[src/inc/pafm_pkg.sv]
/*
 Constants for the port alternate-function mux: port width, reset values,
 analog pin configuration codes and bit-operation encodings.
 Assumes a single system clock and a synchronous active-high reset.
*/
package pafm_pkg;
   localparam int PAFM_W = 8;
   localparam logic [7:0] PAFM_LATCH_RST = 8'h00;
   localparam logic [7:0] PAFM_DIR_RST = 8'hff;
   localparam logic [4:0] PAFM_ANALOG_DIGITAL_PIN_CONFIG_RST = 5'h10;
   localparam logic [4:0] PAFM_ANALOG_DIGITAL_PIN_CONFIG_ALL_D0 = 5'h08;
   localparam logic [4:0] PAFM_ANALOG_DIGITAL_PIN_CONFIG_ALL_D1 = 5'h10;
   localparam logic [2:0] PAFM_ADS_W = 3'h7;
   localparam logic [1:0] PAFM_BOP_SET = 2'h1;
   localparam logic [1:0] PAFM_BOP_CLR = 2'h2;
   localparam logic [1:0] PAFM_BOP_NOT = 2'h3;
   localparam int PAFM_DAC_N = 2;
   localparam int PAFM_DBG_IO = 0;
   localparam int PAFM_DBG_OUT = 1;
   typedef enum logic [1:0] {PAFM_IDLE, PAFM_WRITE} pafm_phase_e;
endpackage

[src/rtl/pafm_port_mux.sv]
/*
 Port pin logic for one 8-bit general-purpose port with alternate functions,
 the analog/digital selection of eight analog-capable pins, two debug pins
 and two D/A output pins. Software accesses arrive as plain strobes.
 Assumes pin inputs are synchronous to i_core_clk; the pad resolves the
 wire from output and output enable.
*/
// Operation
// RULE_01: Software sets direction and latch for the function before relying on it.
// RULE_02: Input-only alternate functions need direction 1; latch ignored.
// RULE_03: Timer outputs need direction 0 and latch 0. The code ANDs alternate outputs with the latch, so latch 0 holds the pin low.
// RULE_04: Serial data and UART transmit outputs need direction 0, latch 1.
// RULE_05: Serial clock input: direction 1; as output: direction 0, latch 1.
// RULE_06: Simple I2C clock and data pins: direction 0, latch 1.
// RULE_07: Dedicated I2C pins on port 6: direction 0, latch 0. The code ANDs alternate outputs with the latch, so latch 0 holds the pin low.
// RULE_08: RTC and clock/buzzer outputs: direction 0, latch 0. The code ANDs alternate outputs with the latch, so latch 0 holds the pin low.
// RULE_09: Debug tool pins work whatever their direction and latch hold.
// RULE_10: DAC enable 1 switches its pin to analog output automatically.
// RULE_11: Software keeps the DAC pin direction at input while in use.
// RULE_12: Digital analog-capable pin is input or output by its direction bit.
// RULE_13: Analog pin in input is converted only when selector picks it.
// RULE_14: Software never pairs analog selection with output direction.
// RULE_15: Input-mode bits: writes go to latch, reads return pin level.
// RULE_16: Bit instruction is 8-bit read, one-bit change, 8-bit write.
// RULE_17: Untargeted input bits may get their pin levels written to latch.
// RULE_18: Software should rewrite latch when switching a bit to output.
// RULE_19: Latches clear on reset and hold until the next write.
// RULE_20: Reading an output-mode bit returns the latch unchanged.
// RULE_21: Active alternate output is ANDed with the latch on the pin.
// RULE_22: Input alternate functions sample the pin whenever direction is 1.
`timescale 1ns/1ps
`default_nettype none
module pafm_port_mux
   import pafm_pkg::*;
(
   input wire logic i_core_clk,
   input wire logic i_reset,
   input wire logic i_wr,
   input wire logic [7:0] i_wdata,
   input wire logic i_bit_op,
   input wire logic [1:0] i_bit_kind,
   input wire logic [2:0] i_bit_sel,
   input wire logic i_dir_wr,
   input wire logic [7:0] i_dir_wdata,
   input wire logic [7:0] i_alt_out_en,
   input wire logic [7:0] i_alt_out,
   input wire logic [7:0] i_pin_in,
   input wire logic [4:0] i_analog_digital_pin_config,
   input wire logic [2:0] i_analog_channel_selector,
   input wire logic [7:0] i_port_two_direction,
   input wire logic [1:0] i_dac_channel_enable,
   input wire logic [1:0] i_dac_pin_direction,
   input wire logic [1:0] i_dac_pin_latch,
   input wire logic i_debug_tool_io_out,
   input wire logic i_debug_tool_io_oe,
   input wire logic i_debug_tool_out,
   output logic [7:0] o_port_data_register,
   output logic [7:0] o_pin_out,
   output logic [7:0] o_pin_oe,
   output logic [7:0] o_alt_in,
   output logic [7:0] o_port_latch,
   output logic [7:0] o_pin_direction_bit,
   output logic o_busy,
   output logic [7:0] o_analog_input_pins_digital,
   output logic [7:0] o_analog_convert_sel,
   output logic [1:0] o_dac_analog_output,
   output logic [1:0] o_dac_pin_oe,
   output logic [1:0] o_debug_pin_out,
   output logic [1:0] o_debug_pin_oe
);
   typedef struct packed {
      logic [7:0] latch;
      logic [7:0] dir;
      logic [7:0] rd;
      pafm_phase_e phase;
   } pafm_state_s;

   pafm_state_s st, next_st;

   // Bit-wise read view: pin level for input bits, latch for output bits
   function automatic logic [7:0] pafm_read(input logic [7:0] lat, input logic [7:0] dir,
                                            input logic [7:0] pin);
      pafm_read = (dir & pin) | (~dir & lat);
   endfunction

   function automatic logic [7:0] pafm_digital_mask(input logic [4:0] cfg);
      logic [7:0] m;
      m = 8'h00;
      if (cfg == PAFM_ANALOG_DIGITAL_PIN_CONFIG_ALL_D0 || cfg == PAFM_ANALOG_DIGITAL_PIN_CONFIG_ALL_D1) begin
         m = 8'hff;
      end else if (cfg < PAFM_ANALOG_DIGITAL_PIN_CONFIG_ALL_D0) begin
         m = 8'((9'h001 << cfg[2:0]) - 9'h001);
      end
      pafm_digital_mask = m;
   endfunction

   logic [7:0] bit_onehot;
   logic [7:0] dig_mask;

   always_comb begin
      next_st = st;
      bit_onehot = 8'(8'h01 << i_bit_sel);
      if (i_dir_wr) begin
         next_st.dir = i_dir_wdata;
      end
      unique case (st.phase)
         PAFM_IDLE: begin
            if (i_bit_op) begin
               // Whole byte is sampled, so input bits carry pin levels forward
               next_st.rd = pafm_read(st.latch, st.dir, i_pin_in); // RULE_16
               next_st.phase = PAFM_WRITE;
               // Kind 0 is undefined; the sampled byte is written back unchanged
               unique case (i_bit_kind)
                  PAFM_BOP_SET: next_st.rd = next_st.rd | bit_onehot;
                  PAFM_BOP_CLR: next_st.rd = next_st.rd & ~bit_onehot;
                  PAFM_BOP_NOT: next_st.rd = next_st.rd ^ bit_onehot;
                  default: next_st.rd = next_st.rd;
               endcase
            end else if (i_wr) begin
               next_st.latch = i_wdata; // RULE_15
            end
         end
         PAFM_WRITE: begin
            next_st.latch = st.rd; // RULE_16 RULE_17
            next_st.phase = PAFM_IDLE;
         end
         default: next_st.phase = PAFM_IDLE;
      endcase
   end

   always_ff @(posedge i_core_clk) begin
      if (i_reset) begin
         st.latch <= PAFM_LATCH_RST; // RULE_19
         st.dir <= PAFM_DIR_RST;
         st.rd <= 8'h00;
         st.phase <= PAFM_IDLE;
      end else begin
         st <= next_st;
      end
   end

   always_comb begin
      dig_mask = pafm_digital_mask(i_analog_digital_pin_config);
      o_busy = (st.phase == PAFM_WRITE);
      o_port_latch = st.latch;
      o_pin_direction_bit = st.dir;
      // Reads never disturb the latch
      o_port_data_register = pafm_read(st.latch, st.dir, i_pin_in); // RULE_15 RULE_20
      // Alternate output gated by latch; latch must sit at its passive 1 level
      o_pin_out = (i_alt_out_en & i_alt_out & st.latch) | (~i_alt_out_en & st.latch); // RULE_21
      o_pin_oe = ~st.dir;
      o_alt_in = i_pin_in & st.dir; // RULE_22
      o_analog_input_pins_digital = dig_mask & ~i_port_two_direction; // RULE_12
      o_analog_convert_sel = ~dig_mask & i_port_two_direction
                             & 8'(8'h01 << (i_analog_channel_selector & PAFM_ADS_W)); // RULE_13
      o_dac_analog_output = i_dac_channel_enable; // RULE_10
      // Digital drive is released the moment the converter owns the pin
      o_dac_pin_oe = ~i_dac_channel_enable & ~i_dac_pin_direction & i_dac_pin_latch;
      o_debug_pin_out = {i_debug_tool_out, i_debug_tool_io_out}; // RULE_09
      o_debug_pin_oe = {1'b1, i_debug_tool_io_oe}; // RULE_09
   end

   property p_bitop_write;
      @(posedge i_core_clk) disable iff (i_reset)
         (st.phase == PAFM_IDLE && i_bit_op) |=> o_busy ##1 (!o_busy && o_port_latch == $past(st.rd));
   endproperty
   a_bitop_write: assert property (p_bitop_write) else $error("bit op did not write back its byte"); // RULE_16

   property p_busy_single;
      @(posedge i_core_clk) disable iff (i_reset) o_busy |=> !o_busy;
   endproperty
   a_busy_single: assert property (p_busy_single) else $error("write-back phase overran"); // RULE_16

   property p_input_bits_take_pin;
      @(posedge i_core_clk) disable iff (i_reset)
         (st.phase == PAFM_IDLE && i_bit_op && !i_dir_wr) |-> ##2
         ((o_port_latch & $past(st.dir, 2) & ~$past(bit_onehot, 2)) ==
          ($past(i_pin_in, 2) & $past(st.dir, 2) & ~$past(bit_onehot, 2)));
   endproperty
   a_input_bits_take_pin: assert property (p_input_bits_take_pin) else $error("input bits lost pin level"); // RULE_17

   property p_latch_holds;
      @(posedge i_core_clk) disable iff (i_reset)
         (!i_wr && !i_bit_op && st.phase == PAFM_IDLE) |=> $stable(o_port_latch);
   endproperty
   a_latch_holds: assert property (p_latch_holds) else $error("latch changed without a write"); // RULE_19

   property p_reset_clear;
      @(posedge i_core_clk) i_reset |=> (o_port_latch == PAFM_LATCH_RST && !o_busy);
   endproperty
   a_reset_clear: assert property (p_reset_clear) else $error("latch not cleared by reset"); // RULE_19

   property p_read_view;
      @(posedge i_core_clk) disable iff (i_reset)
         (o_port_data_register & ~o_pin_direction_bit) == (o_port_latch & ~o_pin_direction_bit);
   endproperty
   a_read_view: assert property (p_read_view) else $error("output bit read differs from latch"); // RULE_20

   property p_write_latch;
      @(posedge i_core_clk) disable iff (i_reset)
         (i_wr && !i_bit_op && st.phase == PAFM_IDLE) |=> o_port_latch == $past(i_wdata);
   endproperty
   a_write_latch: assert property (p_write_latch) else $error("write did not reach latch"); // RULE_15

   property p_dac_auto;
      @(posedge i_core_clk) disable iff (i_reset)
         o_dac_analog_output == i_dac_channel_enable && (o_dac_pin_oe & i_dac_channel_enable) == 2'h0;
   endproperty
   a_dac_auto: assert property (p_dac_auto) else $error("DAC pin not handed to converter"); // RULE_10

   property p_convert_only_analog;
      @(posedge i_core_clk) disable iff (i_reset)
         (o_analog_convert_sel & o_analog_input_pins_digital) == 8'h00 && $onehot0(o_analog_convert_sel);
   endproperty
   a_convert_only_analog: assert property (p_convert_only_analog) // RULE_13
      else $error("digital pin selected for conversion");

   property p_debug_out;
      @(posedge i_core_clk) disable iff (i_reset)
         o_debug_pin_oe[PAFM_DBG_OUT] && o_debug_pin_out[PAFM_DBG_OUT] == i_debug_tool_out;
   endproperty
   a_debug_out: assert property (p_debug_out) else $error("debug pin not driven"); // RULE_09

   // A low latch must always win, whatever the peripheral drives
   property p_alt_gated;
      @(posedge i_core_clk) disable iff (i_reset)
         (o_pin_out & ~o_port_latch) == 8'h00 && ((o_pin_out ^ o_port_latch) & ~i_alt_out_en) == 8'h00;
   endproperty
   a_alt_gated: assert property (p_alt_gated) else $error("pin drive not gated by latch"); // RULE_21
endmodule
`default_nettype wire

[config.mk]
export PLATFORM = sky130hd
export DESIGN_NAME = pafm_port_mux
export DESIGN_NICKNAME = d
export VERILOG_FILES = /design/src/inc/pafm_pkg.sv /design/src/rtl/pafm_port_mux.sv
export SDC_FILE = /design/constraint.sdc
export NUM_CORES = 1
export LEC_CHECK = 0
export ABC_AREA = 1
export ABC_CLOCK_PERIOD_IN_PS = 1800
export BUFFER_PORTS_ARGS = -buffer_cell sky130_fd_sc_hd__buf_4
export CAP_MARGIN = 20
export CORE_UTILIZATION = 47
export CTS_CLUSTER_SIZE = 25
export DETAILED_ROUTE_END_ITERATION = 8
export HOLD_SLACK_MARGIN = 0.03
export PLACE_DENSITY = 0.87
export SLEW_MARGIN = 40
export SYNTH_ARGS = -nofsm -noshare
export SYNTH_HDL_FRONTEND = slang
export SYNTH_SLANG_ARGS = --single-unit
[constraint.sdc]
create_clock -name i_core_clk -period 1.8 [get_ports i_core_clk]
set_input_delay 0.09 -clock i_core_clk [delete_from_list [all_inputs] [get_ports i_core_clk]]
set_output_delay 0.09 -clock i_core_clk [all_outputs]
set_load 0.05 [all_outputs]
==> Word level (Yosys, flattened, before mapping) <==
Cells that the tools add are included.
{ "word_totals": {"ff_bits": 25, "input_bits": 75, "output_inout_bits": 73, "wordCells": 51} }
{ "classes": {"add_sub_neg": 1, "order_cmp": 1, "n_eq_ne": 7, "shifts": 3, "muxes": 6, "bitwise_logic": 23, "reduce_logical": 6} }
{ "ops": {"columns": ["operator", "count"], "rows": [
  ["$and A8 B8 Y8", 9],
  ["$not A8 Y8", 5],
  ["$mux W8", 4],
  ["$or A8 B8 Y8", 3],
  ["$pmux W8 S3", 1],
  ["$shl A1 B3 Y8 const A", 3],
  ["$pmux W8 S2", 1],
  ["$sub A8 B1 Y8 const B", 1],
  ["$xor A8 B8 Y8", 1],
  ["$eq A5 B4 Y1 const B", 1],
  ["$eq A5 B5 Y1 const B", 1],
  ["$lt A5 B4 Y1 const B", 1],
  ["$and A2 B2 Y2", 2],
  ["$eq A2 B2 Y1 const B", 2],
  ["$ne A2 B2 Y1 const B", 2],
  ["$not A2 Y2", 2],
  ["$reduce_and A3 Y1", 1],
  ["$eq A2 B1 Y1 const B", 1],
  ["$logic_not A2 Y1", 1],
  ["$reduce_and A2 Y1", 1],
  ["$reduce_bool A2 Y1", 1],
  ["$reduce_or A2 Y1", 1],
  ["$logic_or A1 B1 Y1", 1],
  ["$not A1 Y1", 1]
]} }

==> Logic depth before layout (Yosys ltp) <==
Gate-level depths: netlist of run 1.
{ "depth": {"word_depth": 7, "mapped_depth": 10, "ltp_nobuf": 10} }

==> Worst setup path after synthesis of run 1 <==
OpenSTA, ideal clock, no wires.
{ "synth_path": {"kind": "register -> register", "startpoint": "register st, in the netlist o_pin_direction_bit[5]", "endpoint": "register st[7] (netlist bit)", "setup_time_ns": 0.132, "arrival_ns": 1.825, "setup_slack_ns": -0.157, "stages_incl_launch_ff": 10, "path_buffers": 0, "period_less_slack_ns": 1.957, "path_cell_list": "dfxtp_1 -> inv_1 -> nand2_1 -> nand2_1 -> inv_1 -> ha_1 -> a21oi_1 -> nand2_1 -> nand3_1 -> a21oi_1"} }
{ "synth_via": {"elab_chain_cells": 5, "elab_cells_between_ends": 8} }
{ "synth_rtl": {"columns": ["element", "line_no", "source"], "rows": [
  ["start: declaration", "pafm_port_mux.sv:78", "pafm_state_s st, next_st;"],
  ["start signal: assignment", "pafm_port_mux.sv:138", "st <= next_st;"],
  ["$not A8 Y8 *", null, null],
  ["net o_pin_oe[5]", "pafm_port_mux.sv:59", "output logic [7:0] o_pin_oe,"],
  ["$and A8 B8 Y8 *", "pafm_port_mux.sv:83", "pafm_read = (dir & pin) | (~dir & lat);"],
  ["$or A8 B8 Y8 *", "pafm_port_mux.sv:83", null],
  ["net o_port_data_register[5]", "pafm_port_mux.sv:57", "output logic [7:0] o_port_data_register,"],
  ["$xor A8 B8 Y8, or another cell as far along", "pafm_port_mux.sv:116", "PAFM_BOP_NOT: next_st.rd = next_st.rd ^ bit_onehot;"],
  ["$pmux W8 S3 *", "pafm_port_mux.sv:113", "unique case (i_bit_kind)"]
]} }
The timed path passes the listed nets; every way through them passes the cells marked *.
A chain may end at the register's enable or synchronous reset.

==> Worst setup path in the final report of run 1 <==
{ "layout_path": {"startpoint": "register st, in the netlist o_pin_direction_bit[6]", "endpoint": "register st[8] (netlist bit)"} }
{ "layout_via": {"elab_chain_cells": 5, "elab_cells_between_ends": 8} }
{ "layout_rtl": {"columns": ["element", "line_no"], "rows": [
  ["$not A8 Y8", "pafm_port_mux.sv:83"],
  ["$and A8 B8 Y8", "pafm_port_mux.sv:83"],
  ["$or A8 B8 Y8 *", "pafm_port_mux.sv:83"],
  ["$xor A8 B8 Y8, or another cell as far along", "pafm_port_mux.sv:116"],
  ["$pmux W8 S3 *", "pafm_port_mux.sv:113"]
]} }
Every way passes the cells marked *; elsewhere a longest branch is shown, timed or not.

==> out/qor.txt, run 1 <==
Post-cts resize count = 0
Clock power share = 16.7%
Routed wire length = 6.43 mm
Yosys warns = 0
Achievable clock frequency = 670 MHz
Pins Over Slew Limit = 0
First-pass GRT wire length = 10.3 mm
Crit path largest cell delay = 0.37 ns
Setup TNS Final = 0 ns
Most used DFF post-synth = dfxtp_1
Combinational share of power = 51.4%
P per Cell Area = 596 nW/µm²
CTS Root Cell = clkbuf_8
Post-synth EDFFs = 0
WP data arrival = 1.66 ns
Ports = 148
Width of the die = 72.7 µm
Post-Syn Area = 2350 µm²
Top cells by area in the synthesized netlist = dfxtp_1, nand2_1, inv_1
Min Clock Period, post-route = 1.49 ns
Maxcap violations = 0
Seq pwr share = 31.9%
CP Data Required Time = 1.97 ns
Flops & latches, synth = 25
HPWL Detailed = 5.24 mm
Worst hold-check path type = input port to register
H-Tree Depth = 1
Die area = 5280 µm²
Grt total ovfl = 0
DR pass1 iterations = 4
Status = completed
Std cell rows = 25
Chip height = 72.7 µm
Cell area after layout = 3350 µm²
Startpoint Class = register
Inserted Clock Buffers = 3
Critical path class = register to register
Net Sw Frac = 44.5%
Initial antenna violation count = 0
Cell with the most instances after synthesis = nand2_1
Max IR drop VDD = 566 µV
Sequential area share after synthesis = 21.3%
CTS tree = done
Vias post-DR = 2718
Number of global-route vias before repair = 2453
CTS Sinks = 25
Synth cell types = 29
Synth area leader = dfxtp_1
Largest net degree at the start of global routing = 17
Final setup violation count = 0
Async S/R FF share, synth = 0%
Post-Syn Instances = 382
Clk buf depth = 2
Leak pwr = 1.92 nW
Synth top area share = 21.3%
Commonest cells in the netlist = nand2_1, inv_1, nor2_1, nand3_1, dfxtp_1
Share of cells above drive strength 1 = 34.6%
Dpl cell area = 3290 µm²
Crit end category = register
Via density = 4.82
DRT antenna net count = 0
# diodes = 0
Hold WS = 0.0316 ns
RSZ-0062 raised after global routing = false
Synth-to-Final Area Change = 42.7%
DRC = 0
Hold Fails Final Rpt = 0
Clock slew at reported path FFs = 0.09 ns
Buffers on Ports = 140
Initial Utilization = 49.3%
Syn_nets = 474
Placer Congestion = 0.867
Fin Clk Skew = 0.00176 ns
Core area = 4750 µm²
Nets = 590
Clk Latency, worst-skew pair = 0.27 ns
Final critical-path share of the clock period = 82.9%
Filler cells = 427
Crit-path slowest cell = dfxtp_1
CP Cell Sequence = inv_1, a21oi_1, inv_1, ha_1, o21ai_0, nand3_1, nand2_1, a21oi_1
WL/cell = 11.4 µm
Initial DRC Count = 107
Pint = 1.11 mW
Average cell area after synthesis = 6.14 µm²
Psw = 0.887 mW
All-Layer GR Usage = 24.3%
Worst Path Max Fanout = 3
## power by group through the flow
stage / clock, mW / sequential [mW] / combinational (mW)
after CTS: 0.337 / 0.636 / 1.03
after detailed placement: 0 / 0.648 / 1.02
after global routing: 0.364 / 0.642 / 1.10
final: 0.333 / 0.636 / 1.03
after global placement: 0 / 0.646 / 1.00
after floorplan: 0 / 0.638 / 0.734
## through the flow
| stage | util [%] | setup WS, ns | instances | power, mW |
|---|---|---|---|---|
| after floorplan | - | -0.0187 | 382 | 1.37 |
| after global placement | 69.2 | 0.341 | 559 | 1.65 |
| after detailed placement | 69.2 | 0.298 | 559 | 1.67 |
| after CTS | 70.4 | 0.287 | 564 | 2.00 |
| after global routing | 70.4 | 0.169 | 564 | 2.11 |
| final | 70.4 | 0.307 | 564 | 1.99 |
## critical path: cells and delay by family (launching register included)
family	cells	cell delay (ns)
fa+ha+maj	1	0.20
simple gates	2	0.15
flops	1	0.37
buf+inv	2	0.18
compound gates	3	0.49
## final timing paths
check | end | from | slack, ns | cells past startpoint
worst max-delay path | st[8]$_SDFFE_PP0P_ | o_pin_direction_bit[6]$_SDFFE_PP1P_ | 0.31 | 8
worst min-delay path | o_pin_direction_bit[0]$_SDFFE_PP1P_ | i_dir_wdata[0] | 0.03 | 3
worst max register to register | st[8]$_SDFFE_PP0P_ | o_pin_direction_bit[6]$_SDFFE_PP1P_ | 0.31 | 8
worst min register to register | st[6]$_SDFFE_PP0P_ | st[6]$_SDFFE_PP0P_ | 0.47 | 2
## routing by layer
metal,global-route usage [%],vias up,wire length [µm]
met5,0,-,0
met4,4.36,0,77
met3,4.42,8,413
met2,46.9,91,3300
met1,27.9,1219,2650
li1,-,1400,-
## kinds of logic (layout without fill, tap and decap cells)
group / after synthesis / count (layout) / synth area share, %
AO/OA/AOI/OAI: 63 / 63 / 15.5
adder cells (fa/ha/maj): 17 / 17 / 9.07
buffers and inverters: 99 / 214 / 20.4
flip-flops: 25 / 25 / 21.3
other: 1 / 1 / 0.160
AND/OR/NAND/NOR: 177 / 177 / 33.5
## repair_timing
action / 4_1_cts / 5_1_grt
hold endpoints to repair: 1 / 0
buffers inserted: 0 / 0
hold buffers: 1 / 0
endpoints found under the setup margin: 0 / 0
## placed cells by master (no fill, tap or decap), drive strengths merged
cell	n
a21boi	8
a21oi	26
buf	143
clkbuf	3
clkinv	2
conb	1
dfxtp	25
dlygate4sd3	1
ha	17
inv	65
nand2	84
nand3	37
nand3b	1
nand4	2
nor2	47
nor3	1
nor3b	2
o21ai	28
o21bai	1
or2	3
## area by class of cell
type | instances | area [µm²] | area share, %
inverter | 66 | 248 | 7.40
tap | 67 | 83.8 | 2.50
clock buffer | 3 | 41.3 | 1.23
clock inverter | 1 | 5.00 | 0.149
sequential | 25 | 500 | 14.9
multi-input combinational | 258 | 1390 | 41.4
timing repair buffer | 144 | 1080 | 32.4
## sequential cells by signal, summed over array words and instances, names as in the netlist
register,flops
st,9
o_port_latch,8
o_pin_direction_bit,8
No activity file was read; power rests on OpenSTA's default activity.
==> inputs of run 2 (changes only) <==
- ABC_CLOCK_PERIOD_IN_PS: 1800 -> 1250
- CORE_UTILIZATION: 47 -> 39
- PLACE_DENSITY: 0.87 -> 0.77
- clock period: 1.8 -> 1.25 ns (I/O delays scaled with it)
==> run 2 against run 1 <==
Compared with the run above: the run now ends with setup timing left; sequential share of layout area fell by 3.0 points; global-route usage grew 1.5 points; fmax rose by 1.5%; count of clock-buffer cells in the layout grew 1; register-to-register slack worse by 0.53 ns; via count rose by 17%; critical path type unchanged; highest routed layer unchanged.
==> out/qor.txt, run 2 (same netlist as run 1, synthesis figures left out) <==
CTS Root Cell = clkbuf_8
Routed wire length = 9.30 mm
# diodes = 0
H-Tree Depth = 1
Achievable clock frequency = 680 MHz
CTS tree = done
P per Cell Area = 767 nW/µm²
Final worst slack = -0.221 ns
Placer Congestion = 0.839
DR pass1 iterations = 5
Grt total ovfl = 0
Die area = 6330 µm²
Number of global-route vias before repair = 2916
Top reg by flops = st
Buffers on Ports = 140
WL/cell = 14.8 µm
Setup TNS Final = -1.17 ns
Synth-to-Final Area Change = 93.9%
Share of cells above drive strength 1 = 57.5%
Clk buf depth = 2
Initial Utilization = 41.6%
Chip height = 79.6 µm
Via density = 5.06
Initial antenna violation count = 0
Leak pwr = 2.31 nW
Nets = 648
Final critical-path share of the clock period = 118%
Max reg flops = 9
Inserted Clock Buffers = 3
Vias post-DR = 3174
Fin Clk Skew = 0.00791 ns
DRC = 0
Width of the die = 79.6 µm
Largest net degree at the start of global routing = 17
Min Clock Period, post-route = 1.47 ns
Crit end category = register
Hold Fails Final Rpt = 0
Core area = 5640 µm²
Failing checks = setup timing
Worst hold-check path type = input port to register
Final setup violation count = 13
First-pass GRT wire length = 13.0 mm
Pins Over Slew Limit = 0
Std cell rows = 27
CP Data Required Time = 1.40 ns
Clock slew at reported path FFs = 0.09 ns
HPWL Detailed = 6.26 mm
Ports = 148
Filler cells = 356
Cell area after layout = 4550 µm²
Critical path class = register to register
Dpl cell area = 3980 µm²
DRT antenna net count = 0
Max IR drop VDD = 465 µV
Maxcap violations = 0
CTS Sinks = 25
Initial DRC Count = 290
Finished Core Util = 80.6%
Worst Path Max Fanout = 3
WP data arrival = 1.62 ns
Startpoint Class = register
Status = finished, violations left
All-Layer GR Usage = 25.8%
RSZ-0062 raised after global routing = true
Leading cell type in the layout, fill and taps excluded = buf_4
Most frequent cells in the layout = buf_4, nand2_1, inv_1, nand3_1, nor2_1
Clk Latency, worst-skew pair = 0.27 ns
## run 2: final timing paths
kind / cells past startpoint / slack, ns / start / endpoint
setup / recovery: 8 / -0.22 / o_pin_direction_bit[7]$_SDFFE_PP1P_ / st[9]$_SDFFE_PP0P_
hold / removal: 3 / 0.09 / i_dir_wdata[0] / o_pin_direction_bit[0]$_SDFFE_PP1P_
setup reg to reg: 8 / -0.22 / o_pin_direction_bit[7]$_SDFFE_PP1P_ / st[9]$_SDFFE_PP0P_
hold reg to reg: 2 / 0.48 / st[6]$_SDFFE_PP0P_ / st[6]$_SDFFE_PP0P_
## run 2: repair_timing
action                                  4_1_cts  5_1_grt
endpoints found under the setup margin       27       39
resized for setup                            58       48
pin swaps                                    34       14
hold buffers                                  5        0
buffers inserted                              7        6
hold endpoints to repair                      5        0
## run 2: where the power goes
group / switching [mW] / leakage [nW] / internal [mW] / total, mW
clock network: 0.272 / 0.0228 / 0.228 / 0.500
logic: 1.22 / 2.07 / 0.842 / 2.06
registers: 0.0686 / 0.210 / 0.860 / 0.928
total: 1.56 / 2.31 / 1.93 / 3.49
## run 2: cell type report
cell class / count / area (µm²) / area share (%)
sequential: 25 / 542 / 11.9
timing repair buffer: 202 / 1700 / 37.4
clock buffer: 4 / 45.0 / 0.990
inverter: 66 / 302 / 6.63
tap: 72 / 90.1 / 1.98
multi-input combinational: 258 / 1870 / 41.0
## run 2: metrics by stage
step	worst slack (ns)	power, mW	instances	hold WS, ns
2_1_floorplan	-0.338	2.11	382	0.177
3_3_place_gp	-0.138	2.68	609	0.125
3_5_place_dp	-0.128	2.71	609	0.125
4_1_cts	-0.120	3.33	625	0.0516
5_1_grt	-0.286	3.64	627	0.0747
6_report	-0.221	3.49	627	0.0918
## run 2: worst max-delay path, stage by stage, from the launching register on
cell        delay (ns)
dfxtp_4           0.37
clkinvlp_4        0.10
a21oi_4           0.28
inv_4             0.06
ha_4              0.16
o21ai_2           0.11
nand3_2           0.09
nand2_1           0.09
a21oi_1           0.09
## run 2: metal layers
layer  GRT usage (%)  share of wire (%)  vias to the layer above
met4            5.64                1.7                        0
li1                -                  -                     1519
met5               0                  0                        -
met3            5.37                8.4                       17
met1            29.7                 38                     1481
met2            48.1                 51                      157
==> inputs of run 3 (changes only) <==
==> constraint.sdc (replaced) <==
create_clock -name i_core_clk -period 1.25 [get_ports i_core_clk]
set_input_delay 0.0625 -clock i_core_clk [delete_from_list [all_inputs] [get_ports i_core_clk]]
set_output_delay 0.0625 -clock i_core_clk [all_outputs]
set_load 0.005 [all_outputs]
==> run 3 against run 2 <==
Compared with the run above: the flow still finishes with violations (setup timing); critical path type unchanged; largest power group unchanged; critical endpoint is now st[7]$_SDFFE_PP0P_; via count is 3.4% lower; count of clock-buffer cells in the layout is 1 lower; clock power is 3% lower; flip-flop and latch count stayed put.
==> out/qor.txt, run 3 (same netlist as run 1, synthesis figures left out) <==
Crit end category = register
First-pass GRT wire length = 11.8 mm
RSZ-0062 raised after global routing = true
Vias post-DR = 3065
DRT antenna net count = 0
WP data arrival = 1.48 ns
Clk Latency, worst-skew pair = 0.27 ns
Die area = 6330 µm²
CTS tree = done
P per Cell Area = 663 nW/µm²
Failing checks = setup timing
Reg2reg start = o_pin_direction_bit[5]$_SDFFE_PP1P_
Inserted Clock Buffers = 3
All-Layer GR Usage = 23.1%
Net Sw Frac = 33.7%
Std cell rows = 27
Top reg by flops = st
Largest net degree at the start of global routing = 17
Setup TNS Final = -0.136 ns
CTS Root Cell = clkbuf_8
Max IR drop VDD = 845 µV
Placer Congestion = 0.878
Share of cells above drive strength 1 = 54.6%
Maxcap violations = 0
FF/Latch Area = 515 µm²
Startpoint Class = register
Ports = 148
Final worst slack = -0.0704 ns
Leak pwr = 2.26 nW
Grt total ovfl = 0
Critical path class = register to register
Buffers on Ports = 140
Fin Clk Skew = 0.00297 ns
CP Cell Sequence = inv_2, nand2_2, nand2_4, inv_2, ha_4, a21oi_1, nand2_1, nand3_2, a21oi_1
Final setup violation count = 6
Setup crit start = o_pin_direction_bit[5]$_SDFFE_PP1P_
Width of the die = 79.6 µm
Worst Path Max Fanout = 3
Initial antenna violation count = 0
Worst hold-check path type = input port to register
CTS Sinks = 25
H-Tree Depth = 1
WL/cell = 12.9 µm
Min Clock Period, post-route = 1.32 ns
Final critical-path share of the clock period = 106%
Clk buf depth = 2
Crit path largest cell delay = 0.35 ns
Leading cell type in the layout, fill and taps excluded = buf_4
Hold Path Origin = i_dir_wdata[7]
Synth-to-Final Area Change = 76.1%
CP Data Required Time = 1.41 ns
Chip height = 79.6 µm
Hold WS = 0.0278 ns
Clock power share = 17.8%
Number of global-route vias before repair = 2745
Area of the multi-input gates = 1640 µm²
DRC = 0
HPWL Detailed = 5.92 mm
Via density = 4.85
Status = finished, violations left
Nets = 653
Clock slew at reported path FFs = 0.09 ns
Core area = 5640 µm²
Combinational share of power = 48.6%
Filler cells = 428
Achievable clock frequency = 757 MHz
Initial DRC Count = 143
Pins Over Slew Limit = 0
Crit-path slowest cell = dfxtp_2
Routed wire length = 8.13 mm
Hold Fails Final Rpt = 0
# diodes = 0
Most frequent cells in the layout = buf_4, nand2_1, nor2_1, inv_1, nand3_1
Pint = 1.82 mW
Seq pwr share = 33.7%
Initial Utilization = 41.6%
DR pass1 iterations = 5
Max reg flops = 9
Psw = 0.922 mW
-- run 3: changes by cell type in the layout (fill, tap and decap cells not counted), moves of 8 or more --
cell	delta
nor2_1	+12
dfxtp_4	-8
inv_2	+15
buf_8	-10
buf_4	+35
buf_6	-18
clkinvlp_4	-8
nand2_2	+11
-- run 3: power by group through the flow --
stage	Combinational (mW)	Clock, mW	Sequential, mW
2_1_floorplan	0.532	0	0.917
3_3_place_gp	1.09	0	0.921
3_5_place_dp	1.12	0	0.923
4_1_cts	1.20	0.489	0.915
5_1_grt	1.46	0.542	0.929
6_report	1.33	0.486	0.922
-- run 3: final timing paths --
kind                                          to  depth (start not counted)  slack, ns
min reg2reg                   st[4]$_SDFFE_PP0P_                          2       0.48
max reg2reg                   st[7]$_SDFFE_PP0P_                          9      -0.07
min          o_pin_direction_bit[7]$_SDFFE_PP1P_                          3       0.03
max                           st[7]$_SDFFE_PP0P_                          9      -0.07
-- run 3: worst max-delay path: cells and delay by family (launching register included) --
kind,cells,cell delay (ns)
DFF,1,0.35
and+or+nand+nor,4,0.32
adders and majority gates,1,0.22
AOI/OAI and AO/OA,2,0.21
buffers and inverters,2,0.11
-- run 3: metal layers --
layer  part of all wire [%]  GRT usage (%)
met1                     39           25.9
met2                     53           44.9
met3                    6.1           3.89
met4                    1.6           4.73
met5                      0              0
-- run 3: area by class of cell --
cell class                 count  share of cell area [%]
sequential                    25                    12.5
timing repair buffer         207                    38.3
multi-input combinational    258                    39.7
clock buffer                   3                    1.00
clock inverter                 1                   0.121
tap                           72                    2.18
inverter                      66                    6.15
-- run 3: timing repair --
action | CTS | global route
hold endpoints to repair | 4 | 0
hold buffers | 4 | 0
setup buffers | 8 | 10
pin swaps | 21 | 33
gates resized for setup | 40 | 49
setup endpoints to repair | 12 | 19
-- run 3: through the flow --
stage                     area [µm²]  instances  power, mW  setup WS, ns  util, %
after global routing            4130        632       2.93        -0.140     73.2
after floorplan                 2360        382       1.45      -0.00193        -
after global placement          3630        608       2.01       -0.0643     64.3
after detailed placement        3630        608       2.04        -0.124     64.3
final                           4130        632       2.74       -0.0704     73.2
after CTS                       3860        624       2.60       -0.0103     68.5
